## config.mk

```make
export PLATFORM = sky130hd
export DESIGN_NAME = uli_top
export DESIGN_NICKNAME = d
export VERILOG_FILES = /design/src/shared/uli_pkg.sv /design/src/hw/uli_change_det.sv /design/src/hw/uli_top.sv /design/src/hw/uli_verify.sv
export VERILOG_INCLUDE_DIRS = /design/src /design/src/shared
export SDC_FILE = /design/constraint.sdc
export NUM_CORES = 1
export LEC_CHECK = 0
export BUFFER_PORTS_ARGS = -buffer_cell sky130_fd_sc_hd__buf_2
export CAP_MARGIN = 15
export CELL_PAD_IN_SITES_DETAIL_PLACEMENT = 0
export CELL_PAD_IN_SITES_GLOBAL_PLACEMENT = 2
export CORE_UTILIZATION = 35
export CTS_CLUSTER_SIZE = 14
export DETAILED_ROUTE_END_ITERATION = 8
export PLACE_DENSITY = 0.89
export SLEW_MARGIN = 20
export SYNTH_ARGS = -nofsm -noshare
export SYNTH_HDL_FRONTEND = slang
export SYNTH_SLANG_ARGS = --single-unit
export TNS_END_PERCENT = 50
```

## constraint.sdc

```tcl
create_clock -name ref_clk_i -period 2.4 [get_ports ref_clk_i]
set_clock_uncertainty 0.15 [all_clocks]
set_input_delay 0.48 -clock ref_clk_i [delete_from_list [all_inputs] [get_ports ref_clk_i]]
set_output_delay 0.48 -clock ref_clk_i [all_outputs]
set_load 0.02 [all_outputs]
```

## src/shared/uli_consts.svh

```systemverilog
// Offsets, field positions, reset values and widths of the line event flag block.
`ifndef ULI_CONSTS_SVH
`define ULI_CONSTS_SVH

// Register offsets on the plain register port.
`define ULI_ADDR_FLAGS 8'h14
`define ULI_ADDR_ENABLES 8'h15
`define ULI_ADDR_CLEAR 8'h18
`define ULI_ADDR_STATUS0 8'h19
`define ULI_ADDR_STATUS1 8'h1A

// Bit positions inside the event flag and enable registers.
`define ULI_BIT_SUPERFRAME 7
`define ULI_BIT_HALF_SUPERFRAME 6
`define ULI_BIT_BLOCK_ERROR 5
`define ULI_BIT_ACTIVATION 4
`define ULI_BIT_OTHER_STATE 3
`define ULI_BIT_VERIFIED_MSG 2
`define ULI_BIT_RAW_MSG 1
`define ULI_BIT_CRC_NOTIFY 0

// Bit positions inside the first and second line status registers.
`define ULI_BIT_NEAR_END_ERR 7
`define ULI_BIT_FAR_END_ERR 6
`define ULI_BIT_AUTO_MODE 7

// Reset values and masks.
`define ULI_RESET_BYTE 8'h00
`define ULI_IRQ_MASK 8'hFE

// Widths of the status groups and of one channel message.
`define ULI_ACT_W 6
`define ULI_OTHER_W 7
`define ULI_MSG_W 12

// Equal messages in a row needed before a message counts as verified.
`define ULI_CONFIRM_COUNT 3

`endif

```

## src/shared/uli_pkg.sv

```systemverilog
// Types shared by the line event flag block.
`include "uli_consts.svh"
`default_nettype none
package uli_pkg;
  typedef logic [7:0] uli_byte_t;
  typedef logic [`ULI_MSG_W-1:0] uli_msg_t;
  typedef enum logic [1:0] {VER_EMPTY, VER_ONE, VER_TWO, VER_LOCKED} uli_ver_state_t;
endpackage
`default_nettype wire

```

## src/hw/uli_change_det.sv

```systemverilog
// Change detector: pulses when a sampled vector differs from its previous sample.
`include "uli_consts.svh"
`default_nettype none
module uli_change_det #(
  parameter int W = 6
) (
  input wire logic ref_clk_i,
  input wire logic rst_n_i,
  input wire logic sample_i,
  input wire logic [W-1:0] value_i,
  output logic change_o
);
  import uli_pkg::*;

  logic [W-1:0] prev_r;
  logic [W-1:0] prev_nxt;
  logic primed_r;
  logic primed_nxt;

  // The first sample after reset only primes, so reset values cause no false change.
  always_comb begin
    prev_nxt = sample_i ? value_i : prev_r;
    primed_nxt = primed_r | sample_i;
  end

  always_ff @(posedge ref_clk_i) begin
    if (!rst_n_i) begin
      prev_r <= '0;
      primed_r <= 1'b0;
    end else begin
      prev_r <= prev_nxt;
      primed_r <= primed_nxt;
    end
  end

  assign change_o = sample_i & primed_r & (value_i != prev_r);

  a_change_pulse_cause: assert property (@(posedge ref_clk_i) disable iff (!rst_n_i)
    change_o |=> (prev_r == $past(value_i)) && $past(value_i) != $past(prev_r))
    else $error("change pulse without a differing sample");
endmodule
`default_nettype wire

```

## src/hw/uli_top.sv

```systemverilog
// Line event flags, enables, status readback and interrupt request.
//
// Behaviour
// - Each event flag is set to one by its event and all flags clear when the flag register is read.
// - The superframe flag, bit 7, is set at the start of every received superframe.
// - The half superframe flag, bit 6, is set just after each received channel message is processed.
// - The block error flag, bit 5, is set at a superframe boundary if the previous one saw an error.
// - The latest near-end and far-end block error indications stay readable in status register 0.
// - The activation change flag, bit 4, is set when any of the six activation status bits changes.
// - The other state change flag, bit 3, is set when any of the seven other status bits changes.
// - The verified message flag, bit 2, is set when a thrice-confirmed message differs from the last.
// - The raw message flag, bit 1, is set whenever a message differs from the one before it.
// - Bit 0 mirrors the corrupt CRC notify state, never interrupts and has no enable.
// - Enable bits 7 to 1 forward their flag as an interrupt when one and block it when zero.
//
// Chosen here: the address-and-strobe port.
`include "uli_consts.svh"
`default_nettype none
module uli_top (
  input wire logic ref_clk_i,
  input wire logic rst_n_i,
  input wire logic [7:0] reg_addr_i,
  input wire uli_pkg::uli_byte_t reg_wdata_i,
  input wire logic reg_wr_i,
  input wire logic reg_rd_i,
  output uli_pkg::uli_byte_t reg_rdata_o,
  input wire logic superframe_start_i,
  input wire logic half_superframe_done_i,
  input wire uli_pkg::uli_msg_t eoc_msg_i,
  input wire logic near_end_block_error_i,
  input wire logic far_end_block_error_i,
  input wire logic [`ULI_ACT_W-1:0] activation_status_i,
  input wire logic [`ULI_OTHER_W-1:0] other_status_i,
  input wire logic corrupt_crc_notify_i,
  input wire logic automatic_channel_processing_mode_i,
  output logic irq_o
);
  import uli_pkg::*;

  // Address match used by the read, clear and enable strobe decodes; the read data mux uses its own case.
  function automatic logic hit(input logic [7:0] addr, input logic [7:0] offset);
    hit = (addr == offset);
  endfunction

  uli_byte_t flags_r;
  uli_byte_t flags_nxt;
  uli_byte_t enables_r;
  uli_byte_t enables_nxt;
  uli_byte_t rdata_r;
  uli_byte_t rdata_nxt;
  logic irq_r;
  logic irq_nxt;
  logic near_acc_r;
  logic near_acc_nxt;
  logic far_acc_r;
  logic far_acc_nxt;
  logic near_last_r;
  logic near_last_nxt;
  logic far_last_r;
  logic far_last_nxt;

  uli_byte_t set_vec;
  uli_byte_t clr_vec;
  logic act_change;
  logic other_change;
  logic raw_new;
  logic verified_new;
  logic flags_read;
  logic clear_write;
  logic enables_write;

  // Activation status watcher, sampled every cycle.
  uli_change_det #(
    .W(`ULI_ACT_W)
  ) u_act_det (
    .ref_clk_i(ref_clk_i),
    .rst_n_i(rst_n_i),
    .sample_i(1'b1),
    .value_i(activation_status_i),
    .change_o(act_change)
  );

  // Other line status watcher, sampled every cycle.
  uli_change_det #(
    .W(`ULI_OTHER_W)
  ) u_other_det (
    .ref_clk_i(ref_clk_i),
    .rst_n_i(rst_n_i),
    .sample_i(1'b1),
    .value_i(other_status_i),
    .change_o(other_change)
  );

  // Raw message watcher, sampled once per processed message.
  uli_change_det #(
    .W(`ULI_MSG_W)
  ) u_raw_det (
    .ref_clk_i(ref_clk_i),
    .rst_n_i(rst_n_i),
    .sample_i(half_superframe_done_i),
    .value_i(eoc_msg_i),
    .change_o(raw_new)
  );

  // Three-fold confirmation of processed messages.
  uli_verify u_verify (
    .ref_clk_i(ref_clk_i),
    .rst_n_i(rst_n_i),
    .strobe_i(half_superframe_done_i),
    .msg_i(eoc_msg_i),
    .new_o(verified_new)
  );

  // Register port decode.
  always_comb begin
    flags_read = reg_rd_i & hit(reg_addr_i, `ULI_ADDR_FLAGS);
    clear_write = reg_wr_i & hit(reg_addr_i, `ULI_ADDR_CLEAR);
    enables_write = reg_wr_i & hit(reg_addr_i, `ULI_ADDR_ENABLES);
  end

  // Block error indications are gathered over a superframe and judged at its end.
  always_comb begin
    near_acc_nxt = near_acc_r | near_end_block_error_i;
    far_acc_nxt = far_acc_r | far_end_block_error_i;
    near_last_nxt = near_last_r;
    far_last_nxt = far_last_r;
    if (superframe_start_i) begin
      near_acc_nxt = near_end_block_error_i;
      far_acc_nxt = far_end_block_error_i;
      near_last_nxt = near_acc_r;
      far_last_nxt = far_acc_r;
    end
  end

  // Event sources collected into the flag layout.
  always_comb begin
    set_vec = `ULI_RESET_BYTE;
    set_vec[`ULI_BIT_SUPERFRAME] = superframe_start_i;
    set_vec[`ULI_BIT_HALF_SUPERFRAME] = half_superframe_done_i;
    set_vec[`ULI_BIT_BLOCK_ERROR] = superframe_start_i & (near_acc_r | far_acc_r);
    set_vec[`ULI_BIT_ACTIVATION] = act_change;
    set_vec[`ULI_BIT_OTHER_STATE] = other_change;
    set_vec[`ULI_BIT_VERIFIED_MSG] = verified_new;
    set_vec[`ULI_BIT_RAW_MSG] = raw_new;
  end

  // Sticky flags: a read or a clear write removes them, a new event in the same cycle wins.
  always_comb begin
    clr_vec = `ULI_RESET_BYTE;
    if (flags_read) begin
      clr_vec = `ULI_IRQ_MASK;
    end
    if (clear_write) begin
      clr_vec = clr_vec | reg_wdata_i;
    end
    flags_nxt = ((flags_r & ~clr_vec) | set_vec) & `ULI_IRQ_MASK;
  end

  // Enable register; bit 0 has no storage and reads as zero.
  always_comb begin
    enables_nxt = enables_r;
    if (enables_write) begin
      enables_nxt = reg_wdata_i & `ULI_IRQ_MASK;
    end
  end

  // Interrupt request follows the next flag and enable state so it lines up with them.
  always_comb begin
    irq_nxt = |(flags_nxt & enables_nxt & `ULI_IRQ_MASK);
  end

  // Read data mux; an unmapped address and the write-only clear register read zero.
  always_comb begin
    rdata_nxt = rdata_r;
    if (reg_rd_i) begin
      rdata_nxt = `ULI_RESET_BYTE;
      case (reg_addr_i)
        `ULI_ADDR_FLAGS: begin
          rdata_nxt = flags_r;
          rdata_nxt[`ULI_BIT_CRC_NOTIFY] = corrupt_crc_notify_i;
        end
        `ULI_ADDR_ENABLES: begin
          rdata_nxt = enables_r;
        end
        `ULI_ADDR_STATUS0: begin
          rdata_nxt[`ULI_ACT_W-1:0] = activation_status_i;
          rdata_nxt[`ULI_BIT_NEAR_END_ERR] = near_last_r;
          rdata_nxt[`ULI_BIT_FAR_END_ERR] = far_last_r;
        end
        `ULI_ADDR_STATUS1: begin
          rdata_nxt[`ULI_OTHER_W-1:0] = other_status_i;
          rdata_nxt[`ULI_BIT_AUTO_MODE] = automatic_channel_processing_mode_i;
        end
        default: begin
          rdata_nxt = `ULI_RESET_BYTE;
        end
      endcase
    end
  end

  // State registers, all zero after reset.
  always_ff @(posedge ref_clk_i) begin
    if (!rst_n_i) begin
      flags_r <= `ULI_RESET_BYTE;
      enables_r <= `ULI_RESET_BYTE;
      rdata_r <= `ULI_RESET_BYTE;
      irq_r <= 1'b0;
      near_acc_r <= 1'b0;
      far_acc_r <= 1'b0;
      near_last_r <= 1'b0;
      far_last_r <= 1'b0;
    end else begin
      flags_r <= flags_nxt;
      enables_r <= enables_nxt;
      rdata_r <= rdata_nxt;
      irq_r <= irq_nxt;
      near_acc_r <= near_acc_nxt;
      far_acc_r <= far_acc_nxt;
      near_last_r <= near_last_nxt;
      far_last_r <= far_last_nxt;
    end
  end

  assign reg_rdata_o = rdata_r;
  assign irq_o = irq_r;

  // Checks on the flag, enable and interrupt behaviour.
  a_read_clears_flags: assert property (
    @(posedge ref_clk_i) disable iff (!rst_n_i)
    (reg_rd_i && reg_addr_i == `ULI_ADDR_FLAGS && set_vec == 8'h00)
      |=> flags_r == 8'h00)
    else $error("flag read did not clear the flags");

  a_read_returns_flags: assert property (
    @(posedge ref_clk_i) disable iff (!rst_n_i)
    (reg_rd_i && reg_addr_i == `ULI_ADDR_FLAGS)
      |=> reg_rdata_o[7:1] == $past(flags_r[7:1]))
    else $error("flag read returned the wrong value");

  a_superframe_flag_set: assert property (
    @(posedge ref_clk_i) disable iff (!rst_n_i)
    superframe_start_i |=> flags_r[`ULI_BIT_SUPERFRAME])
    else $error("superframe flag not set");

  a_half_flag_set: assert property (
    @(posedge ref_clk_i) disable iff (!rst_n_i)
    half_superframe_done_i |=> flags_r[`ULI_BIT_HALF_SUPERFRAME])
    else $error("half superframe flag not set");

  a_block_error_flag: assert property (
    @(posedge ref_clk_i) disable iff (!rst_n_i)
    (superframe_start_i && (near_acc_r || far_acc_r))
      |=> flags_r[`ULI_BIT_BLOCK_ERROR] && near_last_r == $past(near_acc_r))
    else $error("block error not reported at the next boundary");

  a_clear_write_drops: assert property (
    @(posedge ref_clk_i) disable iff (!rst_n_i)
    (reg_wr_i && reg_addr_i == `ULI_ADDR_CLEAR)
      |=> (flags_r & $past(reg_wdata_i & ~set_vec)) == 8'h00)
    else $error("clear write left a flag set");

  a_rdata_holds: assert property (
    @(posedge ref_clk_i) disable iff (!rst_n_i)
    !$past(reg_rd_i) |-> $stable(reg_rdata_o))
    else $error("read data changed without a read");

  a_activation_change: assert property (
    @(posedge ref_clk_i) disable iff (!rst_n_i)
    ($past(rst_n_i, 2) && $changed(activation_status_i))
      |=> flags_r[`ULI_BIT_ACTIVATION])
    else $error("activation change not flagged");

  a_other_change: assert property (
    @(posedge ref_clk_i) disable iff (!rst_n_i)
    ($past(rst_n_i, 2) && $changed(other_status_i))
      |=> flags_r[`ULI_BIT_OTHER_STATE])
    else $error("other state change not flagged");

  a_crc_bit_mirror: assert property (
    @(posedge ref_clk_i) disable iff (!rst_n_i)
    (reg_rd_i && reg_addr_i == `ULI_ADDR_FLAGS)
      |=> reg_rdata_o[0] == $past(corrupt_crc_notify_i) && !flags_r[0])
    else $error("notify bit does not mirror its input");

  a_irq_masked_off: assert property (
    @(posedge ref_clk_i) disable iff (!rst_n_i)
    (reg_wr_i && reg_addr_i == `ULI_ADDR_ENABLES && reg_wdata_i == 8'h00)
      |=> !irq_o && enables_r == 8'h00)
    else $error("interrupt high with all enables cleared");

  a_irq_follows_flags: assert property (
    @(posedge ref_clk_i) disable iff (!rst_n_i)
    $past(rst_n_i) |-> irq_o == |(flags_r & enables_r))
    else $error("interrupt request disagrees with enabled flags");
endmodule
`default_nettype wire

```

## src/hw/uli_verify.sv

```systemverilog
// Three-fold confirmation of channel messages with a pulse on a new verified message.
`include "uli_consts.svh"
`default_nettype none
module uli_verify (
  input wire logic ref_clk_i,
  input wire logic rst_n_i,
  input wire logic strobe_i,
  input wire uli_pkg::uli_msg_t msg_i,
  output logic new_o
);
  import uli_pkg::*;

  uli_ver_state_t state_r;
  uli_ver_state_t state_nxt;
  uli_msg_t cand_r;
  uli_msg_t cand_nxt;
  uli_msg_t conf_r;
  uli_msg_t conf_nxt;
  logic new_r;
  logic new_nxt;

  // A candidate is confirmed on its third equal arrival in a row.
  always_comb begin
    state_nxt = state_r;
    cand_nxt = cand_r;
    conf_nxt = conf_r;
    new_nxt = 1'b0;
    if (strobe_i) begin
      if (state_r == VER_EMPTY || msg_i != cand_r) begin
        state_nxt = VER_ONE;
        cand_nxt = msg_i;
      end else begin
        case (state_r)
          VER_ONE: begin
            state_nxt = VER_TWO;
          end
          VER_TWO: begin
            state_nxt = VER_LOCKED;
            conf_nxt = msg_i;
            new_nxt = (msg_i != conf_r);
          end
          default: begin
            state_nxt = state_r;
          end
        endcase
      end
    end
  end

  always_ff @(posedge ref_clk_i) begin
    if (!rst_n_i) begin
      state_r <= VER_EMPTY;
      cand_r <= '0;
      conf_r <= '0;
      new_r <= 1'b0;
    end else begin
      state_r <= state_nxt;
      cand_r <= cand_nxt;
      conf_r <= conf_nxt;
      new_r <= new_nxt;
    end
  end

  assign new_o = new_r;

  a_verify_needs_three: assert property (@(posedge ref_clk_i) disable iff (!rst_n_i)
    new_r |-> state_r == VER_LOCKED && $past(state_r) == VER_TWO)
    else $error("verified pulse without a third equal message");
endmodule
`default_nettype wire

```

### Word level (Yosys, flattened, before mapping)

Index checks and enable logic that the tools add are counted.

* mux-type cells: 9
* reduce and logical (&&, ||, !) cells: 8
* multiply operators: 0
* equality and inequality tests: 12
* bitwise logic cells: 21
* add/sub/neg operators: 0
* shifts and indexed selects: 0
* magnitude comparators: 0
* div/mod/pow operators: 0

Operator list (number)
* == test 8 x 5 -> 1 bit, second input constant: 5
* inequality test 12 bit: 3
* case mux 8 bit (4 select lines): 1
* two-way mux 8 bit: 3
* bitwise AND 8 bit: 2
* OR 8 bit: 2
* bitwise AND 1 bit: 8
* NOT 8 bit: 1
* inequality test 7 bit: 1
* OR reduction 7 bit: 1
* inequality test 6 bit: 1
* NOT 1 bit: 4
* OR 1 bit: 4
* case mux 2 bit (2 select lines): 1
* AND reduction 2 bit: 2
* OR reduction 4 bit: 1
* two-way mux 1 bit: 3
* AND reduction 3 bit: 1
* nonzero test 3 bit: 1
* == test 2 x 1 -> 1 bit, second input constant: 1
* == test 2 bit, second input constant: 1
* logical NOT 2 bit: 1
* two-way mux 2 bit: 1
* logical OR 1 bit: 1

* flip-flop bits (word level): 83
* memories: 0
* bits of input ports: 51
* word-level logic and storage cells: 68
* bits in latches: 0
* RAM bits: 0
* ROM bits: 0
* output and inout bits: 9

### Longest topological paths before layout

* depth in word-level cells: 10
* mapped depth: 8
* gate-level depth less buffers: 6

### Hierarchy

From an unflattened synthesis, not the netlist that was laid out.

* cell total of the unflattened synthesis: 412
* area, all modules: 4097.7 um^2

By module, submodules not included
* uli_verify: times used 1, cells an instance 136, seq. area each 540.5 um^2, area an instance 1390.1 um^2
* uli_top: times used 1, cells an instance 154, seq. area each 540.5 um^2, area an instance 1382.6 um^2
* uli_change_det at u_raw_det: times used 1, cells an instance 58, seq. area each 260.2 um^2, area an instance 639.4 um^2
* uli_change_det at u_other_det: times used 1, cells an instance 34, seq. area each 160.2 um^2, area an instance 366.6 um^2
* uli_change_det at u_act_det: times used 1, cells an instance 30, seq. area each 140.1 um^2, area an instance 319.1 um^2

### Least setup slack after synthesis

OpenSTA, ideal clock, no wires.

* kind: input-to-reg
* start point: input eoc_msg_i[6]
* end point: register u_verify.conf_r[10]
* slack: 0.207 ns
* required time: 2.126 ns
* arrival: 1.918 ns
* setup time: 0.124 ns
* path buffers: 2
* cell stages on the path: 8
* path through: buf_4 > xor2_1 > nor4_1 > nand3_1 > nor3_4 > buf_8 > mux2i_1 > nor2_1

* word-level cells in the longest chain between the ends: 4

RTL lines
* start: declaration: line uli_top.sv:29 `input wire uli_pkg::uli_msg_t eoc_msg_i,`
* inequality test 12 bit: line uli_verify.sv:29 `if (state_r == VER_EMPTY || msg_i != cand_r) begin`
* logical OR 1 bit: line uli_verify.sv:29
* NOT 1 bit (no source line)
* AND reduction 3 bit (no source line)
* end signal: assignment: line uli_verify.sv:59 `conf_r <= conf_nxt;`
* end: declaration: line uli_verify.sv:17 `uli_msg_t conf_r;`

Every way passes these cells.
A chain may end at the register's enable or synchronous reset.

### Worst setup path in the final report

* start point: register u_verify.cand_r[5]
* end point: register u_verify.conf_r[6]

* word-level cells in the longest chain between the ends: 4

RTL lines
* start: declaration: line uli_verify.sv:15 `uli_msg_t cand_r;`
* start signal: assignment: line uli_verify.sv:58 `cand_r <= cand_nxt;`
* inequality test 12 bit: line uli_verify.sv:29
* logical OR 1 bit: line uli_verify.sv:29
* NOT 1 bit (no source line)
* AND reduction 3 bit (no source line)

Every way passes these cells.

==> results.md <==
* Final-report setup violation count at 0
* Setup_tns at 0 ns
* Pin count of the biggest net entering global routing at 38
* Post-synthesis register bit count at 81
* Crit path required time at 2.48 ns
* Pwr Density at 620 nW/µm²
* Proportion of synthesized area in mux cells at 12.2%
* Routed wirelength normalized by instance count at 14.4 µm
* CTS Buffer Depth at 2
* Remaining design rule violation count at 0
* Leakage Power at 0.00177 µW
* Number of buffers inserted by hold repair at cts at 0
* Area share of and/or/nand/nor cells after synthesis at 15.2%
* Area of the core region at 10300 µm²
* Min-Delay Path Class: in -> reg
* Number of violations reported at the end of detailed-routing iteration 0 at 145
* Type of origin of the critical path: flop
* FP Rows at 37
* Count of input and output buffers at 58
* Number of fill cells at 1039
* Post-synthesis compound-gate area fraction at 11.5%
* Clock network fraction of design power at 36.2%
* Number of antenna violations at the first check in global routing at 0
* Netlist cell types at 41
* CTS root buffer: sky130_fd_sc_hd__clkbuf_8
* First drt pass iteration count at 7
* Number of warning messages in the yosys log at 0
* Post-synthesis share of cell area spent on full adders, half adders and majority gates at 0%
* Unrepaired setup endpoints after global routing: false
* Number of maximum-capacitance violations at 0
* Post-CTS repair timing setup buffer count at 0
* Width of the die at 105 µm
* Worst path cell trace: xor2_1 > nor4_1 > nand3_1 > nor3_4 > buf_4 > mux2i_1 > nor2_1
* Chip Height at 105 µm
* XOR/XNOR Fraction of Synth Area at 11.6%
* TritonCTS clock tree: built
* Count of placed standard cells in the final layout, fillers left out at 588
* Syn nets at 435
* Boundary pin count at 60
* Fraction of final layout cells with drive strength greater than 1 at 23.0%
* Internal Pwr Total at 2040 µW
* Final count of pins violating max slew at 0
* Critical-path top delay cell: sky130_fd_sc_hd__nor4_1
* Max incr delay on CP at 0.46 ns
* Sequential fraction of the synthesis area at 43.8%
* Total wirelength of the detailed-routed design at 8.47 mm
* Post-Syn Area at 3700 µm²
* Logic gate share of total power at 11.1%
* Data arrival time at the worst-slack endpoint at 2.23 ns
* CTS buffer count at 9
* Placed insts at 572
* Peak clock frequency supported by timing at 464 MHz
* Peak supply drop at 0.000300 V
* Synthesis-to-finish area growth at 18.0%
* Final Critical Period at 2.15 ns
* Ant diodes at 0
* Fraction of met1 tracks used by global routing at 19.8%
* Insertion delay to the later sink of the worst-skew pair at 0.35 ns
* Final worst path period share at 89.8%
* CTS-repair resized insts at 0
* Switching share of power at 24.6%
* Number of failing hold endpoints at the final stage at 0
* Mean post-synth cell area at 9.63 µm²
* Area enclosed by the die boundary at 11000 µm²
* Leftover overflow at the end of global routing at 0
* Number of global-route vias before repair at 2825
* Sort of element at the end of the critical path: flop
* Worst hold path stage count at 3
* Startpoint-to-endpoint class of the critical path: reg -> reg
* Relative slew slack at 66.7%
* Overall via count from detail_route at 2874
* Met2 demand-to-capacity share in global routing at 27.2%
* Depth of the most critical reg-to-reg path at 7
* Total routing usage reported by global routing at 16.2%
* Combinational family with the most area after synthesis: simple AND/OR/NAND/NOR gates
* H-tree level count at 3
* DRT antenna net count at 0
* Clock input transition at the sequential cells of the worst setup and hold paths at 0.08 ns
* Portion of total power attributed to sequential cells at 52.7%
* Synthesized netlist cell count at 384
* TritonCTS sink count at 81
* Gr busiest metal: met2
* CP Max Fanout at 5
* Global-route track usage on met3 at 4.62%
* Nets@finish at 498
* Global-route wire length before repair at 13.8 mm
* GPL Wtd Cong at 0.836
* Total net switching power at 665 µW
* Initial standard-cell utilization of the core at 36.0%
* Number of vias per cell at 4.89
* Detail Placement HPWL at 6.37 mm
* Result of the run: complete, no violations
* Transition at the pin with the smallest max-transition slack at 0.496 ns
per-stage QoR:
stage	util, %	setup WS [ns]	total power (µW)	area [µm²]	hold WS, ns
after global placement	40.6	-0.0164	1750	4170	0.293
after floorplan	-	0.207	1650	3700	0.282
after global routing	42.5	0.0256	2850	4360	0.198
final	42.5	0.246	2710	4360	0.198
after detailed placement	40.6	-0.0558	1760	4170	0.302
after CTS	42.5	0.238	2740	4360	0.193
layer usage:
layer  share of wire, %  wire length, µm
met2                 48             4040
met3                4.8              405
met5                  0                0
met4                1.7              148
met1                 46             3890
synthesized netlist by cell type (all sizes together):
master	number	area [µm²]
dfxtp	81	1620
nor2	61	229
mux2i	45	450
xnor2	32	280
a21oi	23	115
buf	21	150
xor2	17	149
and2	15	93.8
o21ai	12	63.8
clkbuf	9	33.8
nand4	8	50.1
a222oi	7	70.1
a22o	7	61.3
a2bb2oi	7	61.3
inv	5	18.8
nand2b	5	31.3
nor3	5	41.3
nand2	4	15.0
nor4	4	25.0
nor2b	3	18.8
nor4bb	2	20.0
a31oi	1	6.26
a32oi	1	8.76
and4	1	8.76
and4b	1	10.0
dlygate4sd1	1	8.76
nand3	1	5.00
nor4b	1	15.0
o211a	1	10.0
o311a	1	11.3
o31ai	1	7.51
o41ai	1	8.76
state kept, by name, indices dropped and copies added, names as in the netlist:
signal                count
u_raw_det.primed_r        1
far_acc_r                 1
far_last_r                1
irq_o                     1
u_act_det.prev_r          6
near_last_r               1
u_verify.state_r          2
u_other_det.prev_r        7
near_acc_r                1
u_verify.conf_r          12
u_verify.cand_r          12
u_other_det.primed_r      1
enables_r                 7
u_verify.new_o            1
flags_r                   7
u_raw_det.prev_r         12
reg_rdata_o               8
logic make-up (layout without fill, tap and decap cells):
logic type	after synthesis	in the layout
xor+xnor	49	49
buf+inv	36	104
compound gates	62	62
simple gates	111	111
mux	45	45
flops	81	81
worst max-delay path, delay by kind of cell, from the launching register on:
| family | cells | cell delay [ns] |
|---|---|---|
| mux | 1 | 0.18 |
| xor+xnor | 1 | 0.16 |
| buf+inv | 1 | 0.19 |
| flops | 1 | 0.32 |
| simple gates | 4 | 1.04 |
placed cells by master (no fill, tap or decap), types with 8 or more instances in the layout:
cell / netlist / routed
sky130_fd_sc_hd__and2_1: 15 / 15
sky130_fd_sc_hd__buf_2: 6 / 58
sky130_fd_sc_hd__xnor2_1: 32 / 32
sky130_fd_sc_hd__clkbuf_8: 0 / 10
sky130_fd_sc_hd__o21ai_0: 10 / 10
sky130_fd_sc_hd__mux2i_1: 45 / 45
sky130_fd_sc_hd__xor2_1: 17 / 17
sky130_fd_sc_hd__dfxtp_1: 81 / 81
sky130_fd_sc_hd__buf_4: 9 / 24
sky130_fd_sc_hd__nor2_1: 61 / 61
sky130_fd_sc_hd__a21oi_1: 23 / 23
sky130_fd_sc_hd__nand4_1: 8 / 8
final timing paths:
path	from	endpoint	slack, ns
hold / removal	near_end_block_error_i	near_acc_r$_SDFF_PN0_	0.20
setup / recovery	u_verify.cand_r[5]$_SDFFE_PN0P_	u_verify.conf_r[6]$_SDFFE_PN0P_	0.25
hold reg to reg	u_verify.new_o$_SDFF_PP0_	flags_r[2]$_SDFF_PN0_	0.31
setup reg to reg	u_verify.cand_r[5]$_SDFFE_PN0P_	u_verify.conf_r[6]$_SDFFE_PN0P_	0.25
layout make-up:
class                   count  area [µm²]  share of cell area (%)
multi-input cells         267        1870                    42.8
flip-flops and latches     81        1620                    37.2
repair buffers             83         490                    11.2
well taps                 136         170                    3.90
clock buffers              11         141                    3.24
clock inverters             5        55.1                    1.26
inverters                   5        18.8                   0.430
power by group through the flow:
stage | Sequential, µW | Clock, µW | Combinational, µW
after floorplan | 1450 | 0 | 203
after global placement | 1450 | 0 | 296
after detailed placement | 1460 | 0 | 303
after CTS | 1430 | 1010 | 304
after global routing | 1430 | 1080 | 334
final | 1430 | 980 | 300
(Power assumes the default switching activity.)
